--- src/common/port_mux_pkg.sv ---
// Constants and state type shared by the eight-pin port with pin mux
package port_mux_pkg;
  // ----------------------------------------------------------------
  // Geometry
  // ----------------------------------------------------------------
  localparam int PORT_WIDTH = 8;
  localparam int ADDR_WIDTH = 12;

  // ----------------------------------------------------------------
  // Register byte offsets
  // ----------------------------------------------------------------
  localparam logic [11:0] FOURTH_PORT_PINS_OFFSET = 12'h000;
  localparam logic [11:0] OUTPUT_LATCH_REG_OFFSET = 12'h004;
  localparam logic [11:0] PIN_DIRECTION_BITS_OFFSET = 12'h008;
  localparam logic [11:0] ANALOG_SELECT_BITS_OFFSET = 12'h00C;
  localparam logic [11:0] DEVICE_CONFIG_PIN_OPTIONS_OFFSET = 12'h010;

  // ----------------------------------------------------------------
  // Field positions
  // ----------------------------------------------------------------
  localparam int PWM2B_PIN_CHOICE_BIT = 5;
  localparam int PIN_SERIAL_CLOCK = 0;
  localparam int PIN_CAPTURE_DATA = 1;
  localparam int PIN_PWM2_B = 2;
  localparam int PIN_PWM2_C = 3;
  localparam int PIN_PWM2_D = 4;
  localparam int PIN_PWM1_B = 5;

  // ----------------------------------------------------------------
  // Reset values
  // ----------------------------------------------------------------
  localparam logic [7:0] OUTPUT_LATCH_RESET = 8'h00;
  localparam logic [7:0] PIN_DIRECTION_RESET = 8'hFF;
  localparam logic [7:0] ANALOG_SELECT_RESET = 8'hFF;
  localparam logic PWM2B_PIN_CHOICE_RESET = 1'b1;

  // ----------------------------------------------------------------
  // State
  // ----------------------------------------------------------------
  typedef struct packed {
    logic [7:0] output_latch_reg;
    logic [7:0] pin_direction_bits;
    logic [7:0] analog_select_bits;
    logic pwm2b_pin_choice;
    logic ready;
    logic slverr;
    logic [7:0] rdata;
  } port_state_t;
endpackage : port_mux_pkg

--- src/verilog/port_mux.sv ---
// Eight-pin bidirectional port with latch, direction, analog select and pin mux
`timescale 1ns/1ps
module port_mux #(
  parameter int WIDTH = port_mux_pkg::PORT_WIDTH
) (
  // ----------------------------------------------------------------
  // Clock and reset
  // ----------------------------------------------------------------
  input wire logic i_clk,
  input wire logic i_reset_n,
  // ----------------------------------------------------------------
  // APB slave
  // ----------------------------------------------------------------
  input wire logic i_psel,
  input wire logic i_penable,
  input wire logic i_pwrite,
  input wire logic [port_mux_pkg::ADDR_WIDTH-1:0] i_paddr,
  input wire logic [31:0] i_pwdata,
  input wire logic [3:0] i_pstrb,
  output logic [31:0] o_prdata,
  output logic o_pready,
  output logic o_pslverr,
  // ----------------------------------------------------------------
  // Pads
  // ----------------------------------------------------------------
  input wire logic [WIDTH-1:0] i_pin_in,
  output logic [WIDTH-1:0] o_pin_out,
  output logic [WIDTH-1:0] o_pin_oe_n,
  output logic [WIDTH-1:0] o_analog_enable,
  // ----------------------------------------------------------------
  // Second serial port
  // ----------------------------------------------------------------
  input wire logic i_serial2_spi_clock_out,
  input wire logic i_serial2_spi_clock_en,
  input wire logic i_serial2_i2c_clock_out,
  input wire logic i_serial2_i2c_clock_en,
  output logic o_serial2_clock_in,
  input wire logic i_serial2_i2c_data_out,
  input wire logic i_serial2_i2c_data_en,
  output logic o_serial2_i2c_data_in,
  output logic o_serial2_spi_data_in,
  input wire logic i_serial2_spi_data_out,
  input wire logic i_serial2_spi_data_en,
  output logic o_serial2_slave_select,
  // ----------------------------------------------------------------
  // Capture/compare unit 4
  // ----------------------------------------------------------------
  input wire logic i_capture_compare_unit4_out,
  input wire logic i_capture_compare_unit4_en,
  output logic o_capture_compare_unit4_in,
  // ----------------------------------------------------------------
  // PWM units
  // ----------------------------------------------------------------
  input wire logic i_pwm_unit2_out_b,
  input wire logic i_pwm_unit2_out_b_en,
  input wire logic i_pwm_unit2_out_c,
  input wire logic i_pwm_unit2_out_c_en,
  input wire logic i_pwm_unit2_out_d,
  input wire logic i_pwm_unit2_out_d_en,
  input wire logic i_pwm_unit1_out_b,
  input wire logic i_pwm_unit1_out_b_en,
  output logic o_pwm2b_on_default_pin
);

  // ----------------------------------------------------------------
  // State
  // ----------------------------------------------------------------
  port_mux_pkg::port_state_t state;
  port_mux_pkg::port_state_t next_state;

  logic [WIDTH-1:0] periph_en;
  logic [WIDTH-1:0] periph_val;
  logic [WIDTH-1:0] digital_in;
  logic access;
  logic mapped;
  logic [7:0] read_value;
  logic arm;
  logic commit;
  logic hit_port;
  logic hit_latch;
  logic hit_dir;
  logic hit_analog;
  logic hit_config;
  logic wr_lane;
  logic wr_port;
  logic wr_latch;
  logic wr_dir;
  logic wr_analog;
  logic wr_config;

  // ----------------------------------------------------------------
  // Peripheral output selection per pin
  // ----------------------------------------------------------------
  // Order within each pin is highest priority first
  always_comb begin
    periph_en = '0;
    periph_val = '0;
    if (i_serial2_spi_clock_en) begin
      periph_en[port_mux_pkg::PIN_SERIAL_CLOCK] = 1'b1;
      periph_val[port_mux_pkg::PIN_SERIAL_CLOCK] = i_serial2_spi_clock_out;
    end else if (i_serial2_i2c_clock_en) begin
      periph_en[port_mux_pkg::PIN_SERIAL_CLOCK] = 1'b1;
      periph_val[port_mux_pkg::PIN_SERIAL_CLOCK] = i_serial2_i2c_clock_out;
    end
    if (i_capture_compare_unit4_en) begin
      periph_en[port_mux_pkg::PIN_CAPTURE_DATA] = 1'b1;
      periph_val[port_mux_pkg::PIN_CAPTURE_DATA] = i_capture_compare_unit4_out;
    end else if (i_serial2_i2c_data_en) begin
      periph_en[port_mux_pkg::PIN_CAPTURE_DATA] = 1'b1;
      periph_val[port_mux_pkg::PIN_CAPTURE_DATA] = i_serial2_i2c_data_out;
    end
    if (i_pwm_unit2_out_b_en && !state.pwm2b_pin_choice) begin
      periph_en[port_mux_pkg::PIN_PWM2_B] = 1'b1;
      periph_val[port_mux_pkg::PIN_PWM2_B] = i_pwm_unit2_out_b;
    end
    if (i_pwm_unit2_out_c_en) begin
      periph_en[port_mux_pkg::PIN_PWM2_C] = 1'b1;
      periph_val[port_mux_pkg::PIN_PWM2_C] = i_pwm_unit2_out_c;
    end
    if (i_pwm_unit2_out_d_en) begin
      periph_en[port_mux_pkg::PIN_PWM2_D] = 1'b1;
      periph_val[port_mux_pkg::PIN_PWM2_D] = i_pwm_unit2_out_d;
    end else if (i_serial2_spi_data_en) begin
      periph_en[port_mux_pkg::PIN_PWM2_D] = 1'b1;
      periph_val[port_mux_pkg::PIN_PWM2_D] = i_serial2_spi_data_out;
    end
    if (i_pwm_unit1_out_b_en) begin
      periph_en[port_mux_pkg::PIN_PWM1_B] = 1'b1;
      periph_val[port_mux_pkg::PIN_PWM1_B] = i_pwm_unit1_out_b;
    end
  end

  // ----------------------------------------------------------------
  // Pad drivers and input paths
  // ----------------------------------------------------------------
  // Driver follows direction only; analog select never gates it
  for (genvar g = 0; g < WIDTH; g++) begin : g_pin
    always_comb begin
      o_pin_oe_n[g] = state.pin_direction_bits[g];
      if (periph_en[g]) begin
        o_pin_out[g] = periph_val[g];
      end else begin
        o_pin_out[g] = state.output_latch_reg[g];
      end
      o_analog_enable[g] = state.analog_select_bits[g];
      digital_in[g] = i_pin_in[g] & ~state.analog_select_bits[g];
    end
  end

  // Inputs are taken regardless of direction so clock and I2C lines can sense the wire
  assign o_serial2_clock_in = digital_in[port_mux_pkg::PIN_SERIAL_CLOCK];
  assign o_capture_compare_unit4_in = digital_in[port_mux_pkg::PIN_CAPTURE_DATA];
  assign o_serial2_spi_data_in = digital_in[port_mux_pkg::PIN_CAPTURE_DATA];
  assign o_serial2_i2c_data_in = digital_in[port_mux_pkg::PIN_CAPTURE_DATA];
  assign o_serial2_slave_select = digital_in[port_mux_pkg::PIN_PWM2_C];
  assign o_pwm2b_on_default_pin = state.pwm2b_pin_choice;

  // ----------------------------------------------------------------
  // APB register file
  // ----------------------------------------------------------------
  assign access = i_psel && i_penable;

  always_comb begin
    mapped = 1'b1;
    read_value = 8'h00;
    unique case (i_paddr)
      port_mux_pkg::FOURTH_PORT_PINS_OFFSET: read_value = digital_in;
      port_mux_pkg::OUTPUT_LATCH_REG_OFFSET: read_value = state.output_latch_reg;
      port_mux_pkg::PIN_DIRECTION_BITS_OFFSET: read_value = state.pin_direction_bits;
      port_mux_pkg::ANALOG_SELECT_BITS_OFFSET: read_value = state.analog_select_bits;
      port_mux_pkg::DEVICE_CONFIG_PIN_OPTIONS_OFFSET: begin
        read_value[port_mux_pkg::PWM2B_PIN_CHOICE_BIT] = state.pwm2b_pin_choice;
      end
      default: mapped = 1'b0;
    endcase
  end

  // ----------------------------------------------------------------
  // Address decode and write strobes
  // ----------------------------------------------------------------
  // First access edge arms the answer, second one commits it
  assign arm = access && !state.ready;
  assign commit = access && state.ready;
  assign hit_port = (i_paddr == port_mux_pkg::FOURTH_PORT_PINS_OFFSET);
  assign hit_latch = (i_paddr == port_mux_pkg::OUTPUT_LATCH_REG_OFFSET);
  assign hit_dir = (i_paddr == port_mux_pkg::PIN_DIRECTION_BITS_OFFSET);
  assign hit_analog = (i_paddr == port_mux_pkg::ANALOG_SELECT_BITS_OFFSET);
  assign hit_config = (i_paddr == port_mux_pkg::DEVICE_CONFIG_PIN_OPTIONS_OFFSET);
  // Every register sits in byte lane 0, so only that strobe gates a write
  assign wr_lane = i_pwrite && i_pstrb[0];
  assign wr_port = commit && wr_lane && hit_port;
  assign wr_latch = commit && wr_lane && hit_latch;
  assign wr_dir = commit && wr_lane && hit_dir;
  assign wr_analog = commit && wr_lane && hit_analog;
  assign wr_config = commit && wr_lane && hit_config;

  // One wait state: answer is prepared from flip-flops, write lands with pready
  always_comb begin
    next_state = state;
    if (arm) begin
      next_state.ready = 1'b1;
      next_state.slverr = !mapped;
      next_state.rdata = i_pwrite ? 8'h00 : read_value;
    end
    if (commit) begin
      next_state.ready = 1'b0;
      next_state.slverr = 1'b0;
    end
    // Port and latch addresses write one latch, so a write to either sets it; a port read returns the pins
    if (wr_port || wr_latch) begin
      next_state.output_latch_reg = i_pwdata[7:0];
    end
    if (wr_dir) begin
      next_state.pin_direction_bits = i_pwdata[7:0];
    end
    if (wr_analog) begin
      next_state.analog_select_bits = i_pwdata[7:0];
    end
    if (wr_config) begin
      next_state.pwm2b_pin_choice = i_pwdata[port_mux_pkg::PWM2B_PIN_CHOICE_BIT];
    end
  end

  always_ff @(posedge i_clk or negedge i_reset_n) begin
    if (!i_reset_n) begin
      state.output_latch_reg <= port_mux_pkg::OUTPUT_LATCH_RESET;
      state.pin_direction_bits <= port_mux_pkg::PIN_DIRECTION_RESET;
      state.analog_select_bits <= port_mux_pkg::ANALOG_SELECT_RESET;
      state.pwm2b_pin_choice <= port_mux_pkg::PWM2B_PIN_CHOICE_RESET;
      state.ready <= 1'b0;
      state.slverr <= 1'b0;
      state.rdata <= 8'h00;
    end else begin
      state <= next_state;
    end
  end

  assign o_pready = state.ready;
  assign o_pslverr = state.ready & state.slverr;
  assign o_prdata = {24'h000000, state.rdata};

endmodule : port_mux

--- config.mk ---
export PLATFORM = sky130hd
export DESIGN_NAME = port_mux
export DESIGN_NICKNAME = d
export VERILOG_FILES = /design/src/common/port_mux_pkg.sv /design/src/verilog/port_mux.sv
export SDC_FILE = /design/constraint.sdc
export NUM_CORES = 1
export LEC_CHECK = 0
export ABC_AREA = 1
export BUFFER_PORTS_ARGS = -buffer_cell sky130_fd_sc_hd__buf_2
export CORE_MARGIN = 3
export CORE_UTILIZATION = 45
export CTS_BUF_LIST = sky130_fd_sc_hd__clkbuf_4 sky130_fd_sc_hd__clkbuf_8
export DETAILED_ROUTE_END_ITERATION = 6
export GPL_TIMING_DRIVEN = 0
export PLACE_DENSITY = 0.83
export SLEW_MARGIN = 40
export SYNTH_ARGS = -nofsm -noshare
export SYNTH_HDL_FRONTEND = slang
export SYNTH_SLANG_ARGS = --single-unit
export TNS_END_PERCENT = 10
--- constraint.sdc ---
create_clock -name i_clk -period 1.6 [get_ports i_clk]
set_input_delay 0.16 -clock i_clk [delete_from_list [all_inputs] [get_ports i_clk]]
set_output_delay 0.16 -clock i_clk [all_outputs]
set_load 0.05 [all_outputs]
== Word level (Yosys, flattened, before mapping) ==
Cells that the tools add are included.

* Word-level logic and storage cells: 77
* Output and inout port bits: 64
* Input bits: 79
* Register bits: 35

* Bitwise operators: 17
* Mux-type cells: 31
* Equality and inequality tests: 4
* Reduce and logical (&&, ||, !) cells: 18

{| class="wikitable"
|+ Operators with widths
! operator !! number
|-
| 1-bit two-way mux || 25
|-
| 12-bit by 4-bit == test with 1-bit output, second input constant || 2
|-
| 5-bit case mux with 4 select lines || 1
|-
| 12-bit by 3-bit == test with 1-bit output, second input constant || 1
|-
| 12-bit by 5-bit == test with 1-bit output, second input constant || 1
|-
| 12-bit zero test || 1
|-
| 1-bit logical AND || 11
|-
| 10-bit two-way mux || 1
|-
| 1-bit bitwise AND || 9
|-
| 8-bit two-way mux || 1
|-
| 1-bit inverter || 8
|-
| 2-bit case mux with 4 select lines || 1
|-
| 1-bit case mux with 5 select lines || 1
|-
| 5-bit OR reduction || 1
|-
| 1-bit zero test || 3
|-
| 2-bit two-way mux || 1
|-
| 2-bit nonzero test || 1
|-
| 1-bit logical OR || 1
|}

== Depth between registers and ports, before layout ==
Gate-level depths: netlist (run 1).

* Word-level depth: 6
* Depth in mapped cells: 9
* Depth with buffers taken out: 7

== Worst setup path after synthesis (run 1) ==
Ideal clock, no wire load.

* Kind: register to output
* Start point: register state (netlist bit o_pwm2b_on_default_pin)
* End point: output o_pin_out[2]
* Slack: -150 ps
* Path buffers: 0
* Arrival: 1,590 ps
* Required time: 1,440 ps
* Cell stages (with the launch flop): 3
* Cell sequence: dfstp_2 inv_1 a31oi_1

* Cells in the longest elaborated chain, start to end: 4
* Elaborated cells between the ends (all ways): 5
* Those cells by class: 3 x mux; 2 x reduce/logical

{| class="wikitable"
|+ Ends and longest elaborated chain
! item !! line !! source
|-
| start, declared || port_mux.sv:68 || <nowiki>port_mux_pkg::port_state_t state;</nowiki>
|-
| start signal, assigned || port_mux.sv:234 || <nowiki>state <= next_state;</nowiki>
|-
| 1-bit zero test (*) || port_mux.sv:112 || <nowiki>if (i_pwm_unit2_out_b_en && !state.pwm2b_pin_choice) begin</nowiki>
|-
| 1-bit logical AND (*) || port_mux.sv:112 ||
|-
| 1-bit two-way mux || port_mux.sv:112 ||
|-
| 1-bit two-way mux (*) || port_mux.sv:140 || <nowiki>if (periph_en[g]) begin</nowiki>
|-
| end, declared || port_mux.sv:27 || <nowiki>output logic [WIDTH-1:0] o_pin_out,</nowiki>
|}

Every way passes the cells marked *; elsewhere a longest branch is shown, timed or not.

== Final worst setup path (run 1) ==
Same ends and word-level chain as after synthesis.

==> key figures, run 1 <==
CTS
  • Clk_lat worst skew: 0.30 ns
  • Clk buf depth: 2
  • CTS buffer count: 5
  • H-tree levels: 2
  • Clk sink count: 35
  • Clock-pin transition on the worst setup and hold timing paths: 0.07 ns
  • Clk root buf: clkbuf_8
  • Post-CTS setup buffers: 0
  • CTS tree: done

Floorplanning
  • IO Pins: 143
  • Initial Util: 48.05%
  • DIE AREA: 6113 sq um
  • Core ar.: 4880 sq um
  • Die Height: around 78 microns
  • Cell row count: 25
  • Die Wd: between 70 and 80 microns

Global routing
  • First-pass GRT wire length: 9.480 mm
  • All-Layer GR Usage: 19.72%
  • Largest net degree at the start of global routing: 36
  • Initial antenna violation count: 0
  • Grt ovf: 0
  • Vias in the first global route: approximately 2100

Place
  • Number of port buffers: 91
  • HPWL Detailed: 4.585 mm
  • Pre-CTS setup slack: 0.07203 ns
  • GP Congestion: 0.8156

Logic synthesis
  • Number of synthesized flops with an enable pin: 0
  • Register area share after synthesis: 38.26%
  • Yosys top cell by area: dfrtp_1
  • Synth warn: 0
  • Post-synthesis mux area share: 0.9605%
  • Number of distinct library cells after synthesis: 29
  • Yosys top cell area share: between 10% and 20%
  • Syn Inst Count: 305
  • Avg Cell Area, Syn: 7.688 sq um
  • FFs w/ async S/R, synth: between 90% and 100%
  • XOR/XNOR Fraction of Synth Area: 0%
  • Post-synthesis adder-cell area fraction: 0%
  • Synth Cell Area: 2345 sq um
  • Synth area leaders: dfrtp_1 19%, dfstp_2 19%, buf_4 17%, nand2_1 12%, o21ai_1 7.3%
  • Synth Register Bits: 35
  • Post-Synth Simple-Gate Area: 26.04%
  • Predominant post-synthesis flop cell: dfrtp_1
  • Main combinational cell family by area after synthesis: simple AND/OR/NAND/NOR gates
  • Synth Area in Compound Gates: 10.57%

Drt
  • Initial detailed-routing violation count: 117
  • Number of remaining DRC errors: 0
  • Met2 routed WL: 3.036 mm
  • Met1 wire length: roughly 2.3 mm
  • WL/cell: 11.88 microns
  • Top Metal Used: met4
  • Vias: approximately 2300
  • First drt pass iteration count: 4
  • Detailed-route wire length: 5.883 mm
  • Final antenna-violating net count: 0
  • WL met3: 502 microns
  • Vias per cell: 4.547

Job
  • Max Cap Viol: 0

Timing
  • Max Fclk: about 670 MHz
  • Setup TNS: 0 ns
  • Final Critical Period: 1.486 ns
  • Final hold slack: about 0.073 ns
  • Worst Max-Slew Pin Slew: 0.5639 ns
  • Final Hold Fails: 0
  • Slew Viols, Final: 0
  • Fin crit share: 92.88%
  • RSZ-0062 raised after global routing: false
  • Worst Slack Setup Final: roughly 0.11 ns
  • Rel. slew slack: 62.27%
  • Worst Clk Skew: roughly 0.008 ns
  • Final setup fails: 0

Power and ir drop
  • Worst vdd ir: 0.0006262 V
  • PD cells: 742.0 nW/um^2
  • Leak Pwr: 1.808 nW

Setup path
  • CP Capture Type: output port
  • Crit path cell chain: inv_1, a21oi_1, a31oi_2, buf_2
  • Worst path slowest cell: dfstp_2
  • WS Path Type: flip-flop to output port
  • Crit-path max FO: 3
  • Setup crit start kind: flip-flop
  • R2R cell count: 6
  • Critical Path Max Stage Delay: 0.55 ns
  • Critical path arrival: between 1 and 1.5 ns
  • Critical Path RT: 1.44 ns

Finish
  • Fin nets: 506
  • FILL cells: between 400 and 500
  • Commonest cells after routing, fill and taps aside: 92 x buf_2, 73 x nand2_1, 55 x buf_4
  • Most common cell after layout, fill and taps aside: buf_2
  • Layout cells sized above 1: 45.56%
  • Area growth syn-to-layout: 33.78%
  • Diode count: 0
  • Layout Utilization: 64.28%

Min path
  • Hold Crit Class: input pin to flip-flop
  • Hold Path Stages: 3

Outcome
  • Run status: completed
==> synthesized netlist by cell type (3+ instances only) <==
master,n
nand3b_1,3
buf_6,3
o21ai_1,34
nor2_1,15
dfstp_2,17
a21oi_1,3
nand3_1,26
inv_2,5
o21ai_0,5
nand2_1,73
buf_2,3
nor2_4,4
inv_1,25
dfrtp_1,18
buf_4,53
==> worst max-delay path: cells and delay by family, from the launching register on <==
kind                   cells  cell delay (ns)
AO/OA/AOI/OAI              2             0.19
flip-flops                 1             0.55
buffers and inverters      2             0.28
==> routing by layer <==
layer	vias to the layer above	GRT usage (%)
met4	0	6.469
met1	1006	22.98
met3	9	4.358
li1	1143	-
met5	-	0
met2	93	35.70
==> kinds of logic after synthesis <==
| logic type | Yosys count |
|---|---|
| AOI/OAI and AO/OA | 47 |
| buffers and inverters | 90 |
| DFF | 35 |
| muxes | 2 |
| other | 1 |
| and+or+nand+nor | 130 |
==> sequential cells by signal, summed over array words and instances (netlist names) <==
register                count
o_analog_enable             8
o_pready                    1
state                       7
o_pin_out                   2
o_prdata                    8
o_pwm2b_on_default_pin      1
o_pin_oe_n                  8
==> final cells by class <==
cell class                      instances  area (sq um)  area share (%)
Clock inverter                          2         60.06           1.915
Multi-Input combinational cell        203         985.9           31.43
Timing Repair Buffer                   92         467.9           14.92
Buffer                                 60         452.9           14.44
Inverter                               30         112.6           3.590
Sequential cell                        35         897.1           28.60
Clock buffer                            6         76.32           2.433
Tap cell                               67         83.83           2.673
==> final timing paths <==
check	startpoint	endpoint	slack [ns]
max	o_pwm2b_on_default_pin$_DFFE_PN1P_	o_pin_out[2]	0.11
min	i_pwdata[3]	o_analog_enable[3]$_DFFE_PN1P_	0.07
max reg2reg	o_pready$_DFFE_PN0P_	o_pin_out[6]$_DFFE_PN0P_	0.12
min reg2reg	o_prdata[7]$_DFFE_PN0P_	o_prdata[7]$_DFFE_PN0P_	0.48
max in group asynchronous	i_reset_n	o_pin_oe_n[5]$_DFFE_PN1P_	0.90
min in group asynchronous	i_reset_n	state[29]$_DFFE_PN0P_	0.35
==> power breakdown <==
| group | total, W | internal (W) | switching [W] |
|---|---|---|---|
| sequential | 0.000908 | 0.000897 | 0.0000112 |
| clock | 0.000966 | 0.000640 | 0.000326 |
| combinational | 0.000453 | 0.000134 | 0.000319 |
==> metrics by stage <==
stage | area (sq um) | total power [W] | std cells
after floorplan | 2437 | 0.001246 | 328
after global placement | 2977 | 0.001363 | 486
after detailed placement | 2977 | 0.001368 | 486
after CTS | 3123 | 0.002336 | 495
after global routing | 3137 | 0.002410 | 495
final | 3137 | 0.002327 | 495
==> what timing repair did <==
action | 4_1_cts | 5_1_grt
hold buffers | 1 | 0
setup endpoints to repair | 0 | 10
endpoints found under the hold margin | 18 | 0
gates resized for setup | 0 | 3
No activity file was read; power rests on OpenSTA's default activity.
==> run 2, diff against run 1 <==
CELL_PAD_IN_SITES_DETAIL_PLACEMENT = 0   (was default)
CELL_PAD_IN_SITES_GLOBAL_PLACEMENT = 1   (was default)
CORE_UTILIZATION = 30   (was 45)
PLACE_DENSITY = default   (was 0.83)
PLACE_DENSITY_LB_ADDON = 0.1   (was default)
==> key figures, run 2 (same netlist as run 1, synthesis figures left out) <==
Timing
  • Worst Clk Skew: 0.005848 ns
  • Worst Max-Slew Pin Slew: ~0.68 ns
  • Fin crit share: roughly 93%
  • Final Hold Fails: 0
  • Setup TNS: 0 ns
  • Slew Viols, Final: 0
  • Worst Slack Setup Final: 0.1148 ns
  • Final setup fails: 0
  • RSZ-0062 raised after global routing: false
  • Final Critical Period: 1.485 ns
  • Rel. slew slack: 54.44%
  • Max Fclk: 673.3 MHz

Floorplanning
  • DIE AREA: 8912 sq um
  • Die Wd: around 94 microns
  • Cell row count: 31
  • Initial Util: approximately a third
  • Die Height: 94.41 microns
  • IO Pins: 143
  • Core ar.: between 7000 and 8000 sq um

Setup path
  • Critical Path RT: 1.44 ns
  • Worst reg2reg path endpoint: o_pin_oe_n[2]$_DFFE_PN1P_
  • CP Capture Type: output port
  • R2R cell count: 5
  • WS Path Type: flip-flop to output port
  • RR Startpoint: o_pready$_DFFE_PN0P_
  • Crit-path max FO: 3
  • Flop2flop setup slack: 0.16 ns
  • Critical path arrival: 1.33 ns
  • Setup crit start kind: flip-flop

Finish
  • Commonest cells after routing, fill and taps aside: 91 x buf_2, 73 x nand2_1, 55 x buf_4
  • Most common cell after layout, fill and taps aside: buf_2
  • Finished Cell Area: roughly 3100 sq um
  • Post-route insts no fill: 527
  • Layout cells sized above 1: 45.79%
  • FILL cells: between 800 and 900
  • Multi-input gate area: 994.7 sq um
  • Area growth syn-to-layout: 33.99%
  • Diode count: 0
  • Fin nets: between 500 and 600
  • Reg area: 898.4 sq um

Drt
  • Initial detailed-routing violation count: 74
  • Vias: 2204
  • Number of remaining DRC errors: 0
  • Final antenna-violating net count: 0
  • Detailed-route wire length: 6.569 mm
  • First drt pass iteration count: 4
  • WL/cell: 12.46 microns
  • Vias per cell: 4.182

CTS
  • Clk root buf: clkbuf_8
  • CTS tree: done
  • H-tree levels: 2
  • Clock-pin transition on the worst setup and hold timing paths: 0.08 ns
  • Clk sink count: 35
  • CTS buffer count: 5
  • Clk buf depth: 2
  • Clk_lat worst skew: 0.29 ns

Power and ir drop
  • Leak Pwr: 1.789 nW
  • Worst vdd ir: 0.0002314 V
  • PD cells: approximately 650 nW/um^2
  • Design Power: 0.002039 W

Min path
  • Min-Delay Startpoint: i_pwdata[3]
  • Hold Path Stages: 3
  • Hold Crit Class: input pin to flip-flop
  • Worst Hold Path EP: o_analog_enable[3]$_DFFE_PN1P_

Global routing
  • Initial antenna violation count: 0
  • All-Layer GR Usage: 14.84%
  • Vias in the first global route: 2104
  • First-pass GRT wire length: about 10 mm
  • Grt ovf: 0
  • Largest net degree at the start of global routing: 36

Outcome
  • Run status: completed

Place
  • Pre-CTS setup slack: -0.04483 ns
  • GP Congestion: 0.7555
  • Post-DP Area: just over 3000 sq um
  • Dpl cells: 518
  • HPWL Detailed: just over 5 mm
  • Number of port buffers: 91

Job
  • Max Cap Viol: 0
==> run 2: cell types whose count changed in the layout (fill, tap and decap cells not counted) <==
cell and delta:
dfrtp_1 -1, clkbuf_4 +2, bufinv_16 -2, clkinv_2 +1, dfrtp_2 +1, nand4_2 -1, buf_2 -1, nand4_4 +1
==> run 2: final cells by class <==
type | instances | area share (%)
multi-input cells | 203 | 31.66
flip-flops and latches | 35 | 28.59
repair buffers | 92 | 14.89
plain buffers | 60 | 14.50
well taps | 99 | 3.943
inverters | 30 | 3.584
clock buffers | 7 | 2.668
clock inverters | 1 | 0.1593
==> run 2: what timing repair did <==
action | CTS | global route
setup buffers | 0 | 0
gates resized for setup | 3 | 2
endpoints found under the hold margin | 18 | 0
endpoints found under the setup margin | 8 | 1
hold buffers | 1 | 0
pin swaps | 0 | 0
==> run 2: worst max path at each step <==
stage	from	to	cells after the start
final	o_pwm2b_on_default_pin$_DFFE_PN1P_	o_pin_out[2]	4
after detailed placement	o_pready$_DFFE_PN0P_	state[32]$_DFFE_PN0P_	6
after CTS	o_pready$_DFFE_PN0P_	o_pin_oe_n[5]$_DFFE_PN1P_	5
after global placement	o_pready$_DFFE_PN0P_	state[32]$_DFFE_PN0P_	6
after global routing	o_pwm2b_on_default_pin$_DFFE_PN1P_	o_pin_out[2]	4
after floorplan	o_pready$_DFFE_PN0P_	o_pin_out[6]$_DFFE_PN0P_	6
==> run 2: metal layers <==
metal  part of all wire (%)  vias up  routed length, microns  track usage [%]
met3                    6.4        7                     423            2.869
met1                     45      970                    2955            19.94
met4                    1.0        0                      67            3.610
met2                     48       76                    3122            24.65
li1                       -     1151                       -                -
met5                      0        -                       0                0
==> run 2: report_power, final <==
part,total [W],internal (W),switching [W]
combinational,0.000456,0.000135,0.000321
sequential,0.000909,0.000898,0.0000114
clock,0.000674,0.000340,0.000334
==> run 2: metrics by stage <==
step                util [%]  hold slack, ns
floorplan                  -         -0.1356
global placement       40.72          0.2938
detailed placement     40.72          0.2901
CTS                    42.32         0.07635
global route           42.41         0.08030
finish                 42.41         0.08052
==> run 2: worst max-delay path, cell delays in order (launching register included) <==
cell and delay [ns]:
dfstp_2 0.54, inv_1 0.07, a21oi_1 0.15, a31oi_2 0.05, buf_2 0.22
==> run 3, diff against run 2 <==
clock period = 1.7 ns   (was 1.6 ns; I/O delays follow)
==> key figures, run 3 (same netlist as run 1, synthesis figures left out) <==
Power and ir drop
  • PD cells: about 610 nW/um^2
  • Sw frac: about a third
  • Leak Pwr: 1.786 nW
  • Worst vdd ir: around 0.00022 V
  • Sequential power share: 44.7%
  • Pint: 0.001290 W
  • Design Power: about 0.0019 W
  • Combinational power share: 22.3%
  • Psw: 0.0006199 W
  • Clock share of power: 33.0%

Min path
  • Hold Crit Class: input pin to flip-flop
  • Min-Delay Startpoint: i_pwdata[1]

Drt
  • First drt pass iteration count: 4
  • Final antenna-violating net count: 0
  • Initial detailed-routing violation count: 77
  • Number of remaining DRC errors: 0
  • Vias: 2210
  • WL/cell: 12.42 microns
  • Detailed-route wire length: roughly 6.5 mm
  • Vias per cell: ~4.2

Global routing
  • Grt ovf: 0
  • Vias in the first global route: 2104
  • First-pass GRT wire length: 10.14 mm
  • Initial antenna violation count: 0
  • All-Layer GR Usage: about 15%
  • Largest net degree at the start of global routing: 36

Finish
  • Fin nets: between 500 and 600
  • Layout cells sized above 1: 45.56%
  • Diode count: 0
  • Most common cell after layout, fill and taps aside: buf_2
  • Commonest cells after routing, fill and taps aside: 93 x buf_2, 73 x nand2_1, 54 x buf_4
  • Reg area: 897.1 sq um
  • FILL cells: 811
  • Multi-input gate area: ~1000 sq um
  • Area growth syn-to-layout: 33.35%

Timing
  • Slew Viols, Final: 0
  • Setup TNS: 0 ns
  • RSZ-0062 raised after global routing: false
  • Rel. slew slack: 53.90%
  • Worst Clk Skew: 0.006786 ns
  • Final Critical Period: 1.572 ns
  • Worst Max-Slew Pin Slew: 0.6890 ns
  • Fin crit share: 92.45%
  • Final setup fails: 0
  • Final Hold Fails: 0
  • Worst Slack Setup Final: 0.1284 ns
  • Max Fclk: 636.3 MHz

Setup path
  • Critical Path Max Stage Delay: 0.42 ns
  • Crit-path max FO: 10
  • CP Launch Point: o_pready$_DFFE_PN0P_
  • CP Capture Type: flip-flop
  • Setup crit start kind: flip-flop
  • Critical path arrival: between 1.5 and 2 ns
  • WS Path Type: flip-flop to flip-flop
  • Worst path slowest cell: dfrtp_1
  • RR Startpoint: o_pready$_DFFE_PN0P_
  • Crit path cell chain: nand4_2, inv_2, nand3_2, buf_2, o21ai_1
  • Critical Path RT: roughly 1.9 ns

CTS
  • Clk root buf: clkbuf_8
  • Clk sink count: 35
  • CTS tree: done
  • Clock-pin transition on the worst setup and hold timing paths: 0.08 ns
  • Post-CTS setup buffers: 0
  • CTS buffer count: 5
  • Clk_lat worst skew: slightly below 0.3 ns
  • H-tree levels: 2
  • Clk buf depth: 2

Place
  • HPWL Detailed: 5.057 mm
  • GP Congestion: 0.7555
  • Number of port buffers: 91
  • Pre-CTS setup slack: between 0.05 and 0.06 ns

Outcome
  • Run status: completed

Floorplanning
  • Cell row count: 31
  • Die Wd: 94.41 microns
  • Initial Util: 31.65%
  • Die Height: 94.41 microns
  • IO Pins: 143
  • Core ar.: 7408 sq um
  • DIE AREA: 8912 sq um

Job
  • Max Cap Viol: 0
run 3: cell type report:
cell class | count | share of cell area, %
plain buffers | 60 | 14.41
clock buffers | 7 | 2.681
clock inverters | 1 | 0.1601
inverters | 30 | 3.601
multi-input cells | 203 | 31.53
flip-flops and latches | 35 | 28.69
well taps | 99 | 3.962
repair buffers | 92 | 14.97
run 3: critical path, delay by kind of cell, from the launching register on:
| family | cells | cell delay (ns) |
|---|---|---|
| simple gates | 2 | 0.46 |
| buf+inv | 2 | 0.46 |
| flops | 1 | 0.42 |
| compound gates | 1 | 0.15 |
run 3: path summary, 6_finish.rpt:
| path | end | slack (ns) | depth (start not counted) |
|---|---|---|---|
| min in group asynchronous | o_pready$_DFFE_PN0P_ | 0.37 | 2 |
| worst min register to register | o_prdata[4]$_DFFE_PN0P_ | 0.48 | 2 |
| worst max register to register | o_pin_oe_n[2]$_DFFE_PN1P_ | 0.13 | 5 |
| worst min-delay path | o_analog_enable[1]$_DFFE_PN1P_ | 0.1 | 3 |
| worst max-delay path | o_pin_oe_n[2]$_DFFE_PN1P_ | 0.13 | 5 |
| max in group asynchronous | o_analog_enable[7]$_DFFE_PN1P_ | 0.98 | 2 |
run 3: repair_timing:
action                                  in CTS  in global routing
endpoints found under the hold margin       18                  0
resized for setup                            0                  1
endpoints found under the setup margin       0                  8
hold buffers                                 1                  0
run 3: power by group through the flow:
stage / registers [W] / logic [W] / clock network [W]
after floorplan: 0.000883 / 0.000290 / 0
after global placement: 0.000868 / 0.000422 / 0
after detailed placement: 0.000868 / 0.000424 / 0
after CTS: 0.000853 / 0.000427 / 0.000648
after global routing: 0.000854 / 0.000458 / 0.000684
final: 0.000853 / 0.000427 / 0.000630
run 3: metrics by stage:
stage          util (%)  instance area, sq um  hold WS (ns)  cells
2_1_floorplan         -                  2437       -0.1256    328
3_3_place_gp      40.72                  3017        0.3038    518
3_5_place_dp      40.72                  3017        0.3001    518
4_1_cts           42.05                  3115       0.08635    527
5_1_grt           42.21                  3127       0.09030    527
6_report          42.21                  3127       0.09523    527
run 3: metal layers:
layer,vias to the layer above,GRT usage [%],wire (microns)
met1,988,19.84,2954
li1,1146,-,-
met5,-,0,0
met4,0,3.610,55
met3,5,2.869,372
met2,71,24.65,3166
